File: config.mk
export PLATFORM = sky130hd
export DESIGN_NAME = diag_status_alarm_flags
export DESIGN_NICKNAME = d
export VERILOG_FILES = /design/src/rtl/diag_flags_pkg.sv /design/src/rtl/diag_status_alarm_flags.sv
export SDC_FILE = /design/constraint.sdc
export NUM_CORES = 1
export LEC_CHECK = 0
export BUFFER_PORTS_ARGS = -buffer_cell sky130_fd_sc_hd__buf_4
export CAP_MARGIN = 20
export CORE_MARGIN = 4
export CORE_UTILIZATION = 58
export CTS_CLUSTER_SIZE = 40
export DETAILED_ROUTE_END_ITERATION = 16
export GPL_TIMING_DRIVEN = 0
export PLACE_DENSITY = 0.86
export SETUP_SLACK_MARGIN = 0.3
export SYNTH_ARGS = -nofsm -noshare
export SYNTH_HDL_FRONTEND = slang
export SYNTH_SLANG_ARGS = --single-unit
File: constraint.sdc
create_clock -name i_core_clk -period 3.1 [get_ports i_core_clk]
set_clock_uncertainty 0.15 [all_clocks]
set_input_delay 0.155 -clock i_core_clk [delete_from_list [all_inputs] [get_ports i_core_clk]]
set_output_delay 0.155 -clock i_core_clk [all_outputs]
set_load 0.1 [all_outputs]
File: src/rtl/diag_flags_pkg.sv
package diag_flags_pkg;
  // ==========================================================
  // register offsets
  localparam logic [7:0] STATUS_CONTROL_OFS = 8'h6e;
  localparam logic [7:0] ALARM_FIRST_OFS    = 8'h70;
  localparam logic [7:0] ALARM_SECOND_OFS   = 8'h71;
  localparam logic [7:0] WARN_FIRST_OFS     = 8'h74;
  localparam logic [7:0] WARN_SECOND_OFS    = 8'h75;
  localparam logic [7:0] UNMAPPED_RDATA     = 8'h00;
  // ==========================================================
  // status/control field positions
  localparam int TXDIS_PIN_BIT  = 7;
  localparam int SOFT_TXDIS_BIT = 6;
  localparam int TX_FAULT_BIT   = 2;
  localparam int RX_LOST_BIT    = 1;
  localparam int NOT_READY_BIT  = 0;
  localparam logic SOFT_TXDIS_RST = 1'b0;
  // ==========================================================
  // monitored quantities and threshold kinds
  localparam int NQ        = 5;
  localparam int Q_TEMP    = 0;
  localparam int Q_VCC     = 1;
  localparam int Q_BIAS    = 2;
  localparam int Q_TXPWR   = 3;
  localparam int Q_RXPWR   = 4;
  localparam int MEAS_W    = 16;
  localparam int NTHR      = 4;
  localparam int T_HI_ALM  = 0;
  localparam int T_LO_ALM  = 1;
  localparam int T_HI_WRN  = 2;
  localparam int T_LO_WRN  = 3;
  localparam logic [MEAS_W-1:0] THR_HI_RST = 16'hffff;
  localparam logic [MEAS_W-1:0] THR_LO_RST = 16'h0000;
  localparam logic [MEAS_W-1:0] MEAS_RST   = 16'h0000;
  localparam logic [NQ-1:0]     SIGNED_Q   = 5'h01;
  // ==========================================================
  // timing
  localparam longint CLK_PERIOD_NS   = 4;
  localparam longint SOFT_RESPONSE_MS = 100;
  localparam longint SOFT_RESPONSE_CYC =
    (SOFT_RESPONSE_MS * 1000000) / CLK_PERIOD_NS;
endpackage

File: src/rtl/diag_status_alarm_flags.sv
`timescale 1ns/1ns
module diag_status_alarm_flags #(
  parameter int RESPONSE_CYCLES =
    int'(diag_flags_pkg::SOFT_RESPONSE_CYC) // soft command deadline
) (
  input  wire logic        i_core_clk,       // core clock, 250 mhz
  input  wire logic        i_srst,           // sync reset, active high
  input  wire logic [7:0]  i_reg_addr,       // byte offset from engine
  input  wire logic        i_reg_wr,         // byte write strobe
  input  wire logic [7:0]  i_reg_wdata,      // byte write data
  input  wire logic        i_reg_rd,         // byte read strobe
  input  wire logic        i_txdis_pin,      // transmit-disable pin
  input  wire logic        i_tx_fault_pin,   // transmit-fault pin level
  input  wire logic        i_receive_signal_lost_pin, // loss of signal
  input  wire logic        i_power_good,     // supplies are up
  input  wire logic        i_meas_wr,        // measurement store strobe
  input  wire logic [2:0]  i_meas_sel,       // quantity index
  input  wire logic [15:0] i_meas_value,     // new measurement
  input  wire logic        i_thr_wr,         // threshold store strobe
  input  wire logic [2:0]  i_thr_sel,        // quantity index
  input  wire logic [1:0]  i_thr_kind,       // threshold kind
  input  wire logic [15:0] i_thr_value,      // new threshold
  output logic [7:0]       o_reg_rdata,      // read data, next cycle
  output logic             o_tx_disabled     // transmitter disabled
);
  import diag_flags_pkg::*;

  // ==========================================================
  // state
  typedef struct packed {
    logic [7:0]                       rdata;     // read data
    logic                             soft_dis;  // host soft disable
    logic                             txdis;     // disable output
    logic                             pin_s;     // sampled disable pin
    logic                             fault_s;   // sampled fault pin
    logic                             lost_s;    // sampled loss pin
    logic                             not_ready; // data-ready bar
    logic [NQ-1:0]                    stored;    // quantities seen
    logic [NQ-1:0][MEAS_W-1:0]        meas;      // measurements
    logic [NQ-1:0][NTHR-1:0][MEAS_W-1:0] thr;    // thresholds
    logic [NQ-1:0]                    alm_hi;    // high alarms
    logic [NQ-1:0]                    alm_lo;    // low alarms
    logic [NQ-1:0]                    wrn_hi;    // high warnings
    logic [NQ-1:0]                    wrn_lo;    // low warnings
  } state_t;

  state_t state_r;   // registered state
  state_t state_nxt; // next state

  // per-quantity compare results against the incoming value
  logic [NQ-1:0] cmp_ahi;
  logic [NQ-1:0] cmp_alo;
  logic [NQ-1:0] cmp_whi;
  logic [NQ-1:0] cmp_wlo;

  // ==========================================================
  // threshold compares, signed for temperature only
  genvar g;
  generate
    for (g = 0; g < NQ; g++) begin : g_cmp
      if (SIGNED_Q[g]) begin : g_s
        always_comb begin
          cmp_ahi[g] = $signed(i_meas_value) >
                       $signed(state_r.thr[g][T_HI_ALM]);
          cmp_alo[g] = $signed(i_meas_value) <
                       $signed(state_r.thr[g][T_LO_ALM]);
          cmp_whi[g] = $signed(i_meas_value) >
                       $signed(state_r.thr[g][T_HI_WRN]);
          cmp_wlo[g] = $signed(i_meas_value) <
                       $signed(state_r.thr[g][T_LO_WRN]);
        end
      end else begin : g_u
        always_comb begin
          cmp_ahi[g] = i_meas_value > state_r.thr[g][T_HI_ALM];
          cmp_alo[g] = i_meas_value < state_r.thr[g][T_LO_ALM];
          cmp_whi[g] = i_meas_value > state_r.thr[g][T_HI_WRN];
          cmp_wlo[g] = i_meas_value < state_r.thr[g][T_LO_WRN];
        end
      end
    end
  endgenerate

  // ==========================================================
  // next-state logic
  always_comb begin
    logic [7:0] status_byte;
    status_byte = 8'h00;
    state_nxt   = state_r;
    // pin sampling
    state_nxt.pin_s   = i_txdis_pin;
    state_nxt.fault_s = i_tx_fault_pin;
    state_nxt.lost_s  = i_receive_signal_lost_pin;
    // soft disable write, other bits of the byte ignored
    if (i_reg_wr && i_reg_addr == STATUS_CONTROL_OFS) begin
      state_nxt.soft_dis = i_reg_wdata[SOFT_TXDIS_BIT];
    end
    // transmitter off if either source asserts
    state_nxt.txdis = i_txdis_pin | state_nxt.soft_dis;
    // measurement store re-evaluates that quantity's flags
    if (i_meas_wr && i_meas_sel < 3'(NQ)) begin
      state_nxt.meas[i_meas_sel]   = i_meas_value;
      state_nxt.stored[i_meas_sel] = 1'b1;
      state_nxt.alm_hi[i_meas_sel] = cmp_ahi[i_meas_sel];
      state_nxt.alm_lo[i_meas_sel] = cmp_alo[i_meas_sel];
      state_nxt.wrn_hi[i_meas_sel] = cmp_whi[i_meas_sel];
      state_nxt.wrn_lo[i_meas_sel] = cmp_wlo[i_meas_sel];
    end
    // threshold store, takes effect at next measurement
    if (i_thr_wr && i_thr_sel < 3'(NQ)) begin
      state_nxt.thr[i_thr_sel][i_thr_kind] = i_thr_value;
    end
    // ready once powered and every quantity has been measured
    state_nxt.not_ready = !(i_power_good &&
                            (&state_r.stored));
    // status byte image
    status_byte[TXDIS_PIN_BIT]  = state_r.pin_s;
    status_byte[SOFT_TXDIS_BIT] = state_r.soft_dis;
    status_byte[TX_FAULT_BIT]   = state_r.fault_s;
    status_byte[RX_LOST_BIT]    = state_r.lost_s;
    status_byte[NOT_READY_BIT]  = state_r.not_ready;
    // read mux, answered in the following cycle
    if (i_reg_rd) begin
      case (i_reg_addr)
        STATUS_CONTROL_OFS: state_nxt.rdata = status_byte;
        ALARM_FIRST_OFS: begin
          state_nxt.rdata = {state_r.alm_hi[Q_TEMP],
                             state_r.alm_lo[Q_TEMP],
                             state_r.alm_hi[Q_VCC],
                             state_r.alm_lo[Q_VCC],
                             state_r.alm_hi[Q_BIAS],
                             state_r.alm_lo[Q_BIAS],
                             state_r.alm_hi[Q_TXPWR],
                             state_r.alm_lo[Q_TXPWR]};
        end
        ALARM_SECOND_OFS: begin
          state_nxt.rdata = {state_r.alm_hi[Q_RXPWR],
                             state_r.alm_lo[Q_RXPWR], 6'h00};
        end
        WARN_FIRST_OFS: begin
          state_nxt.rdata = {state_r.wrn_hi[Q_TEMP],
                             state_r.wrn_lo[Q_TEMP],
                             state_r.wrn_hi[Q_VCC],
                             state_r.wrn_lo[Q_VCC],
                             state_r.wrn_hi[Q_BIAS],
                             state_r.wrn_lo[Q_BIAS],
                             state_r.wrn_hi[Q_TXPWR],
                             state_r.wrn_lo[Q_TXPWR]};
        end
        WARN_SECOND_OFS: begin
          state_nxt.rdata = {state_r.wrn_hi[Q_RXPWR],
                             state_r.wrn_lo[Q_RXPWR], 6'h00};
        end
        default: state_nxt.rdata = UNMAPPED_RDATA;
      endcase
    end
  end

  // ==========================================================
  // state register
  always_ff @(posedge i_core_clk) begin
    if (i_srst) begin
      state_r           <= '0;
      state_r.soft_dis  <= SOFT_TXDIS_RST;
      state_r.not_ready <= 1'b1;
      for (int q = 0; q < NQ; q++) begin
        state_r.meas[q]           <= MEAS_RST;
        state_r.thr[q][T_HI_ALM]  <= THR_HI_RST;
        state_r.thr[q][T_LO_ALM]  <= THR_LO_RST;
        state_r.thr[q][T_HI_WRN]  <= THR_HI_RST;
        state_r.thr[q][T_LO_WRN]  <= THR_LO_RST;
      end
    end else begin
      state_r <= state_nxt;
    end
  end

  // outputs straight from flops
  assign o_reg_rdata   = state_r.rdata;
  assign o_tx_disabled = state_r.txdis;

  // ==========================================================
  // checks
  // consecutive cycles the output disagrees with soft bit or disable pin
  logic [31:0] rsp_cnt_r;
  always_ff @(posedge i_core_clk) begin
    if (i_srst || o_tx_disabled == (state_r.soft_dis | i_txdis_pin))
      rsp_cnt_r <= 32'h0;
    else
      rsp_cnt_r <= rsp_cnt_r + 32'h1;
  end
endmodule

# Yosys cells after proc, flatten, opt, wreduce, memory -nomap -nowiden
# Cells that the tools add are included.
[word_totals]
out_inout_bits = 9
inputBits = 66
register_bits = 359
[classes]
n_bitwise = 2
n_mux = 21
n_lt_le_gt_ge = 28
n_reduce_logical = 9
eq_ne = 5
[op_table]
columns = ["cell", "count"]
rows = [
  ["320-bit bitwise mux", 1],
  ["64-bit demux with 3-bit select", 1],
  ["16-bit > comparator", 10],
  ["16-bit less-than comparator", 10],
  ["64-bit two-way mux", 1],
  ["8-bit by 7-bit == test with 1-bit output (second input constant)", 5],
  ["8-bit case mux with 5 select lines", 1],
  ["16-bit demux with 2-bit select", 1],
  ["5-bit bitwise mux", 4],
  ["16-bit two-way mux", 1],
  ["1-bit binary-select mux with 3-bit select", 4],
  ["3-bit by 4-bit less-than comparator with 1-bit output (second input constant)", 2],
  ["1-bit logical AND", 7],
  ["3-bit by 1-bit greater-or-equal comparator with 1-bit output (second input constant)", 2],
  ["3-bit less-than comparator (second input constant)", 2],
  ["1-bit two-way mux", 6],
  ["5-bit bitwise OR", 1],
  ["5-bit AND reduction", 1],
  ["1-bit demux with 3-bit select", 1],
  ["2-bit by 3-bit less-than comparator with 1-bit output (second input constant)", 1],
  ["2-bit by 1-bit greater-or-equal comparator with 1-bit output (second input constant)", 1],
  ["1-bit zero test", 1],
  ["1-bit bitwise OR", 1],
]

# Logic depth before layout (Yosys ltp)
# Gate-level depths: netlist of run 1.
[depth]
word_depth = 7
depth_mapped = 9
ltp_nobuf = 8

# Least setup slack after synthesis of run 1
# OpenSTA, ideal clock, no wires.
[synth_timing]
path_kind = "register -> register"
start = "register state_r[67] (netlist bit)"
end = "register state_r[5] (netlist bit)"
path_slack_ns = 1.001
stages_incl_launch_ff = 9
n_path_buf = 0
setup_ns = 0.131
t_arrival_ns = 1.818
cell_sequence = "dfxtp_1 > inv_1 > ha_1 > nand4_1 > or4_1 > a21o_1 > and4b_1 > mux2i_1 > o32ai_1"
[synth_via]
elab_chain_cells = 4
[synth_rtl]
columns = ["item", "line_no", "rtl"]
rows = [
  ["from (decl)", "diag_status_alarm_flags.sv:47", "state_t state_r;"],
  ["from (signal assigned)", "diag_status_alarm_flags.sv:173", "state_r <= state_nxt;"],
  ["16-bit > comparator", "diag_status_alarm_flags.sv:67", "cmp_whi[g] = $signed(i_meas_value) >"],
  ["1-bit binary-select mux with 3-bit select", "diag_status_alarm_flags.sv:105", "state_nxt.wrn_hi[i_meas_sel] = cmp_whi[i_meas_sel];"],
  ["1-bit two-way mux (not written as such)", "diag_status_alarm_flags.sv:105", ""],
  ["5-bit bitwise mux", "diag_status_alarm_flags.sv:105", ""],
]
# No other way between the ends. The select of a mux whose other input is x is not followed.
# A chain may end at the register's enable or synchronous reset.

# Final worst setup path of run 1
[layout_timing]
start = "input port i_meas_value[0]"
end = "register state_r[8] (netlist bit)"
[layout_via]
elab_chain_cells = 4
[layout_rtl]
columns = ["item", "line_no", "rtl"]
rows = [
  ["from (decl)", "diag_status_alarm_flags.sv:18", "input wire logic [15:0] i_meas_value,"],
  ["16-bit > comparator (on tied branches)", "diag_status_alarm_flags.sv:67, diag_status_alarm_flags.sv:76", ""],
  ["1-bit binary-select mux with 3-bit select (*)", "diag_status_alarm_flags.sv:105", ""],
  ["1-bit two-way mux (not written as such) (*)", "diag_status_alarm_flags.sv:105", ""],
  ["5-bit bitwise mux (*)", "diag_status_alarm_flags.sv:105", ""],
]
# Mark *: on every way between the ends. The rest lies on a longest branch, timed or not. The select of a mux whose other input is x is not followed.

==> out/qor.txt, run 1 <==
Outcome: complete, no violations
Final Max Slew Viols: 0
Worst ir drop on vdd: 376 uV
Starting Density: 0.591
Worst hold path type: input port to register
Total track usage: 0.335
# port buffers: 51
Via Count: 19500
Post-CTS Repair Setup Buffers: 0
Slowest CP cell: clkbuf_1
Setup CP Type: input port to register
Cell with the most instances after synthesis: nand2_1
Final hold violations: 0
Vias in the first global route: 19300
Post-route ant nets: 0
Synth Area in Adders: 0.190
Grt peak-use layer: met2
Post-Synth XOR/XNOR Area: 0
Dpl cell area: 0.0214 mm^2
Final instance area: 0.0228 mm^2
Tightest Pin Transition: 1.19 ns
DRT Pass-1 Iters: 9
Multiplexer area fraction after synthesis: 0.0223
Dpl cells: 3013
Finish-stage setup viols: 0
Area growth syn-to-layout: 11.6%
Clock-pin slew on the worst setup and hold paths: 0.06 ns
R2R depth: 7
Final TNS setup: 0 ns
Sw Share: 0.265
Worst Hold Path EP: o_reg_rdata[2]
Row count: 68
Largest delay share family, worst path: compound AO/OA/AOI/OAI gates
Routed vias/inst: 6.27
Sequential share of the synthesized area: 0.351
CTS tree: built
Yosys warns: 0
Hold Startpoint: i_reg_addr[6]
Fin crit period: 2.81 ns
Total congestion overflow: 0
# clock sinks: 359
Drt drc: 0
Area leader, netlist: dfxtp_1
Mapped Cells: 2507
Clock share of power: 0.442
Critical path launch point type: input port
Mean Syn Cell Area: 8.16 um^2
Post-synth EDFFs: 0
Area of the mapped netlist: 0.0205 mm^2
Yosys reg bits: 359
Endpoint class of the critical path: register
Largest family of logic cells by synthesized area: adder cells
Critical-path cell list: buf_4 > clkbuf_1 > inv_1 > ha_1 > nor2b_1 > o211ai_1 > a211o_1 > a311oi_1 > a41oi_1 > a21oi_1
Clk Latency, worst-skew pair: 0.55 ns
Final worst slack: 0.290 ns
Die Width: 196 um
Die height: 196 um
Clock Path Buffers: 3
FF-to-FF Start: state_r[325]
Drt total wl: 66800 um
Worst Path Max Fanout: 10
Maxcap violations: 0
Slew HR: 0.198
RR Endpoint: state_r[4]
FF-to-FF setup slack: 0.57 ns
Final period utilization: 0.906
Layout cells sized above 1: 0.0616
H-tree depth: 2
Commonest cells in the netlist: nand2_1 (451), dfxtp_1 (359), inv_1 (312), ha_1 (310), a21oi_1 (223)
Initial antenna violation count: 0
Distinct cells, synth: 70
WHS: 0.0263 ns
Number of buffers and inverters on the critical path: 3
Share of the synthesized area in the top cell type: 0.351
Met1 Use GR: 0.405
Max Clk Rate: 0.356 GHz
Top area cells in the synthesized netlist: dfxtp_1 (35%), ha_1 (19%), nand2_1 (8.3%), o211ai_1 (5.9%), inv_1 (5.7%)
Synth Flop Type: dfxtp_1
Simple-gate share of the synthesized area: 0.167
Share of total power in sequential cells: 0.450
Pin count of the biggest net entering global routing: 21
Switch Pwr: 2.76 mW
Met2 usage: 0.531
P_leak: 9.99 nW
CP Data Arrival Time: 3.13 ns
Post-cts resize count: 0
Post-layout nets: 2995
Fill cells: 2686
Power per cell area: 456 mW/mm^2
Num CTS Buffers: 40
Fin cells: 3101
Mapped Nets: 2883
Gp weighted congestion: 1.01
Max incr delay on CP: 0.57 ns
First-pass GRT wire length: 102000 um
# IOs: 75
Internal cell power: 7.67 mW
CTS root buf: clkbuf_16
Synth Area in Compound Gates: 0.184
Core area: 0.0346 mm^2
Gate power share: 0.109
Drt initial violations: 1972
Dpl ws: -0.000949 ns
Die area: 0.0383 mm^2
Unrepaired setup endpoints after global routing: no
Crit path required time: 3.42 ns
Met3 Resource Use GR: 0.0747
Async SR Flop Fraction: 0
Worst hold stages: 6
Routed len/inst: 21.6 um
HPWL after detailed placement: 43800 um
-- state kept, by name, summed over array words and instances, names as in the netlist --
name / count
state_r: 350
o_reg_rdata: 8
o_tx_disabled: 1
-- metal layers --
| layer | part of all wire | vias up |
|---|---|---|
| li1 | - | 8819 |
| met1 | 0.37 | 9105 |
| met2 | 0.43 | 1134 |
| met3 | 0.11 | 398 |
| met4 | 0.083 | 0 |
| met5 | 0 | - |
-- worst register-to-register path: stages (launching register included) --
cell and delay [ns]:
dfxtp_1 0.35, inv_1 0.06, ha_1 0.27, a211oi_1 0.07
o21bai_1 0.15, a2111oi_0 0.13, o41ai_1 1.06, a21oi_1 0.12
-- logic make-up after synthesis --
logic type | count (synthesis)
mux | 44
fa+ha+maj | 310
flops | 359
compound gates | 582
buf+inv | 450
simple gates | 762
-- through the flow --
stage | power (mW) | utilization
after floorplan | 5.38 | -
after global placement | 5.79 | 0.618
after detailed placement | 5.85 | 0.618
after CTS | 10.3 | 0.660
after global routing | 10.7 | 0.660
final | 10.4 | 0.660
-- power by group through the flow --
| stage | logic, mW | registers (mW) | clock network, mW |
|---|---|---|---|
| 5_1_grt | 1.21 | 4.69 | 4.76 |
| 4_1_cts | 1.09 | 4.69 | 4.57 |
| 2_1_floorplan | 0.589 | 4.79 | 0 |
| 6_report | 1.13 | 4.69 | 4.60 |
| 3_3_place_gp | 1.00 | 4.79 | 0 |
| 3_5_place_dp | 1.06 | 4.79 | 0 |
-- worst max path at each step --
stage | from | end | slack [ns] | cells after the start
4_1_cts | i_meas_value[0] | state_r[8] | 0.54 | 10
6_report | i_meas_value[0] | state_r[8] | 0.29 | 10
3_5_place_dp | i_meas_value[0] | state_r[8] | -0.0009 | 10
3_3_place_gp | i_meas_value[0] | state_r[9] | 0.03 | 8
2_1_floorplan | state_r[67] | state_r[5] | 1.00 | 8
5_1_grt | i_meas_value[0] | state_r[8] | 0.34 | 10
-- what timing repair did --
item / 4_1_cts / 5_1_grt
setup endpoints to repair: 0 / 0
hold buffers: 19 / 0
hold endpoints to repair: 36 / 0
-- layout make-up --
| type | instances | area, um^2 | area share |
|---|---|---|---|
| Multi-Input combinational cell | 1698 | 11500 | 0.504 |
| Sequential cell | 359 | 7190 | 0.315 |
| Clock buffer | 60 | 1200 | 0.0524 |
| Inverter | 313 | 1170 | 0.0514 |
| Buffer | 137 | 584 | 0.0256 |
| Timing Repair Buffer | 70 | 573 | 0.0251 |
| Tap cell | 455 | 569 | 0.0249 |
| Clock inverter | 8 | 40.0 | 0.00175 |
| Antenna cell | 1 | 2.50 | 0.000110 |
-- cell usage in the layout, fill, tap and decap left out, types with 5 or more instances in the layout --
master and count:
clkbuf_16 41, clkbuf_8 10, nand4_1 43, a31oi_1 5, ha_1 310, dlygate4sd3_1 19
clkinv_2 8, clkbuf_1 114, mux2i_1 41, nand3_1 59, nand2_1 451, nor2_1 97
nand2b_1 20, inv_1 312, o21ai_0 47, a22oi_1 8, nor2b_1 25, a2111oi_0 9
o211ai_1 161, nor3_1 16, a21o_1 59, o21a_1 8, buf_2 20, dfxtp_1 359
a2bb2oi_1 6, buf_4 59, a211o_1 6, and4_1 11, a211oi_1 13, and3_1 7
a21oi_1 223
No activity file was read; power rests on OpenSTA's default activity.
==> run 2: changes to the inputs <==
REMOVE_ABC_BUFFERS = 1   (was unset)
==> out/qor.txt, run 2 (synthesis results as in run 1) <==
Most common cell on crit path: buf_16
Most common cell after layout, fill and taps aside: nand2_1
Slowest CP cell: dlygate4sd3_1
Crit path required time: 3.43 ns (about the same)
Hold Startpoint: i_meas_wr
Setup CP Type: input port to register
R2R depth: 8 (+1)
Max reg flops: 350 (unchanged)
WHS: 0.0365 ns (+0.0102 ns)
Die Width: 196 um (unchanged)
Critical path launch point type: input port
Drt drc: 0 (unchanged)
Worst ir drop on vdd: 500 uV (+33%)
Finish-stage setup viols: 0 (unchanged)
Die height: 196 um (unchanged)
Worst hold stages: 5 (-1)
Pin count of the biggest net entering global routing: 121 (+480%)
Post-route ant nets: 0 (unchanged)
Endpoint class of the critical path: register
Layout cells sized above 1: 0.0706 (+0.00897)
# clock sinks: 359 (unchanged)
Area growth syn-to-layout: 12.3%
Clk Latency, worst-skew pair: 0.54 ns (about the same)
Total track usage: 0.305 (-0.0301)
Worst Hold Path EP: state_r[423]
Slew HR: 0.255 (+0.0572)
Dpl cell area: 0.0212 mm^2 (-0.79%)
Most frequent cells in the layout: nand2_1 (451), dfxtp_1 (359), inv_1 (311)
Largest delay share family, worst path: buffers and inverters
Maxcap violations: 0 (unchanged)
Dpl cells: 2907 (-3.5%)
Clock Path Buffers: 3 (unchanged)
Outcome: complete, no violations
Vias in the first global route: 18400 (-4.7%)
Num CTS Buffers: 38 (-5.0%)
Drt initial violations: 1814 (-8.0%)
Initial antenna violation count: 2 (+2)
FF-to-FF Start: state_r[67]
H-tree depth: 2 (unchanged)
Number of buffers and inverters on the critical path: 5 (+2)
Unrepaired setup endpoints after global routing: no
Clock-pin slew on the worst setup and hold paths: 0.06 ns (about the same)
Max Clk Rate: 0.384 GHz (+7.8%)
Gp weighted congestion: 0.865 (-14%)
Final TNS setup: 0 ns (unchanged)
Fin crit period: 2.61 ns (-0.204 ns)
Drt total wl: 60800 um (-9.1%)
Dpl ws: 0.322 ns (+0.323 ns)
Row count: 68 (unchanged)
# IOs: 75 (unchanged)
Die area: 0.0383 mm^2 (unchanged)
Final hold violations: 0 (unchanged)
FF-to-FF setup slack: 0.56 ns (about the same)
Total congestion overflow: 0 (unchanged)
Post-layout nets: 2912 (-2.8%)
Routed len/inst: 20.1 um (-6.7%)
Final worst slack: 0.494 ns (+0.204 ns)
Starting Density: 0.591 (unchanged)
Worst Path Max Fanout: 120 (+110)
Tightest Pin Transition: 1.11 ns (-0.0763 ns)
# port buffers: 67 (+31%)
P_leak: 10.1 nW (+0.64%)
CP Data Arrival Time: 2.93 ns (-0.20 ns)
Fin cells: 3020 (-2.6%)
Final period utilization: 0.841 (-0.0657)
HPWL after detailed placement: 36700 um (-16%)
Core area: 0.0346 mm^2 (unchanged)
Max incr delay on CP: 0.55 ns (-0.02 ns)
Critical-path cell list: dlygate4sd3_1 > buf_6 > buf_16 > inv_8 > buf_16 > nand2_1 > a2111oi_0 > a32o_1
Final instance area: 0.0230 mm^2 (+0.58%)
Biggest register: state_r
Routed vias/inst: 6.15 (-1.9%)
Final Max Slew Viols: 0 (unchanged)
Via Count: 18600 (-4.5%)
DRT Pass-1 Iters: 8 (-1)
Power per cell area: 455 mW/mm^2 (-0.26%)
Worst hold path type: input port to register
RR Endpoint: state_r[5]
CTS root buf: clkbuf_16
First-pass GRT wire length: 94900 um (-6.9%)
CTS tree: built
## run 2: changes by cell type in the layout (fill, tap and decap cells not counted), sizes merged
cell / change
bufinv: +1
clkbuf: -103
dlygate4sd3: +18
buf: +5
clkinv: -2
## run 2: layout make-up
| cell class | instances | area, um^2 |
|---|---|---|
| clock inverters | 7 | 60.1 |
| repair buffers | 126 | 1200 |
| diodes | 1 | 2.50 |
| multi-input cells | 1698 | 11600 |
| inverters | 313 | 1180 |
| flip-flops and latches | 359 | 7190 |
| well taps | 455 | 569 |
| clock buffers | 61 | 1210 |
| fillers | 2620 | 11700 |
## run 2: timing repair
item / 4_1_cts / 5_1_grt
hold buffers: 38 / 0
setup endpoints to repair: 0 / 5
hold endpoints to repair: 334 / 0
resized for setup: 0 / 2
buffers inserted: 0 / 2
## run 2: worst max-delay path by stage
| stage | from | end | slack [ns] | depth (start not counted) |
|---|---|---|---|---|
| finish | i_srst | state_r[14] | 0.49 | 8 |
| global route | i_srst | state_r[14] | 0.33 | 8 |
| CTS | i_thr_kind[0] | state_r[229] | 0.35 | 7 |
| detailed placement | i_srst | state_r[14] | 0.32 | 7 |
| global placement | i_srst | state_r[425] | -3.69 | 4 |
| floorplan | i_srst | state_r[14] | -0.44 | 4 |
## run 2: worst reg2reg max path: cells and delay by family (launching register included)
family	cells	cell delay, ns
flops	1	0.31
compound gates	2	0.36
buf+inv	1	0.05
mux	1	0.24
simple gates	3	0.95
fa+ha+maj	1	0.32
## run 2: power breakdown
part           internal, mW  switching [mW]  total [mW]
combinational         0.369           0.741        1.11
sequential             4.67          0.0214        4.69
clock                  2.76            1.91        4.66
total                  7.79            2.67        10.5
## run 2: routing by layer
layer  wire length, um  vias to the layer above  global-route usage
met5                15                        -                   0
met4              4030                        2               0.179
met3              6190                      279              0.0550
met2             26700                      963               0.483
met1             23800                     8675               0.390
li1                  -                     8667                   -
## run 2: stage by stage
step / power [mW] / util
after floorplan: 5.28 / -
after CTS: 10.4 / 0.662
after detailed placement: 5.81 / 0.613
after global routing: 10.8 / 0.663
final: 10.5 / 0.663
after global placement: 5.74 / 0.605
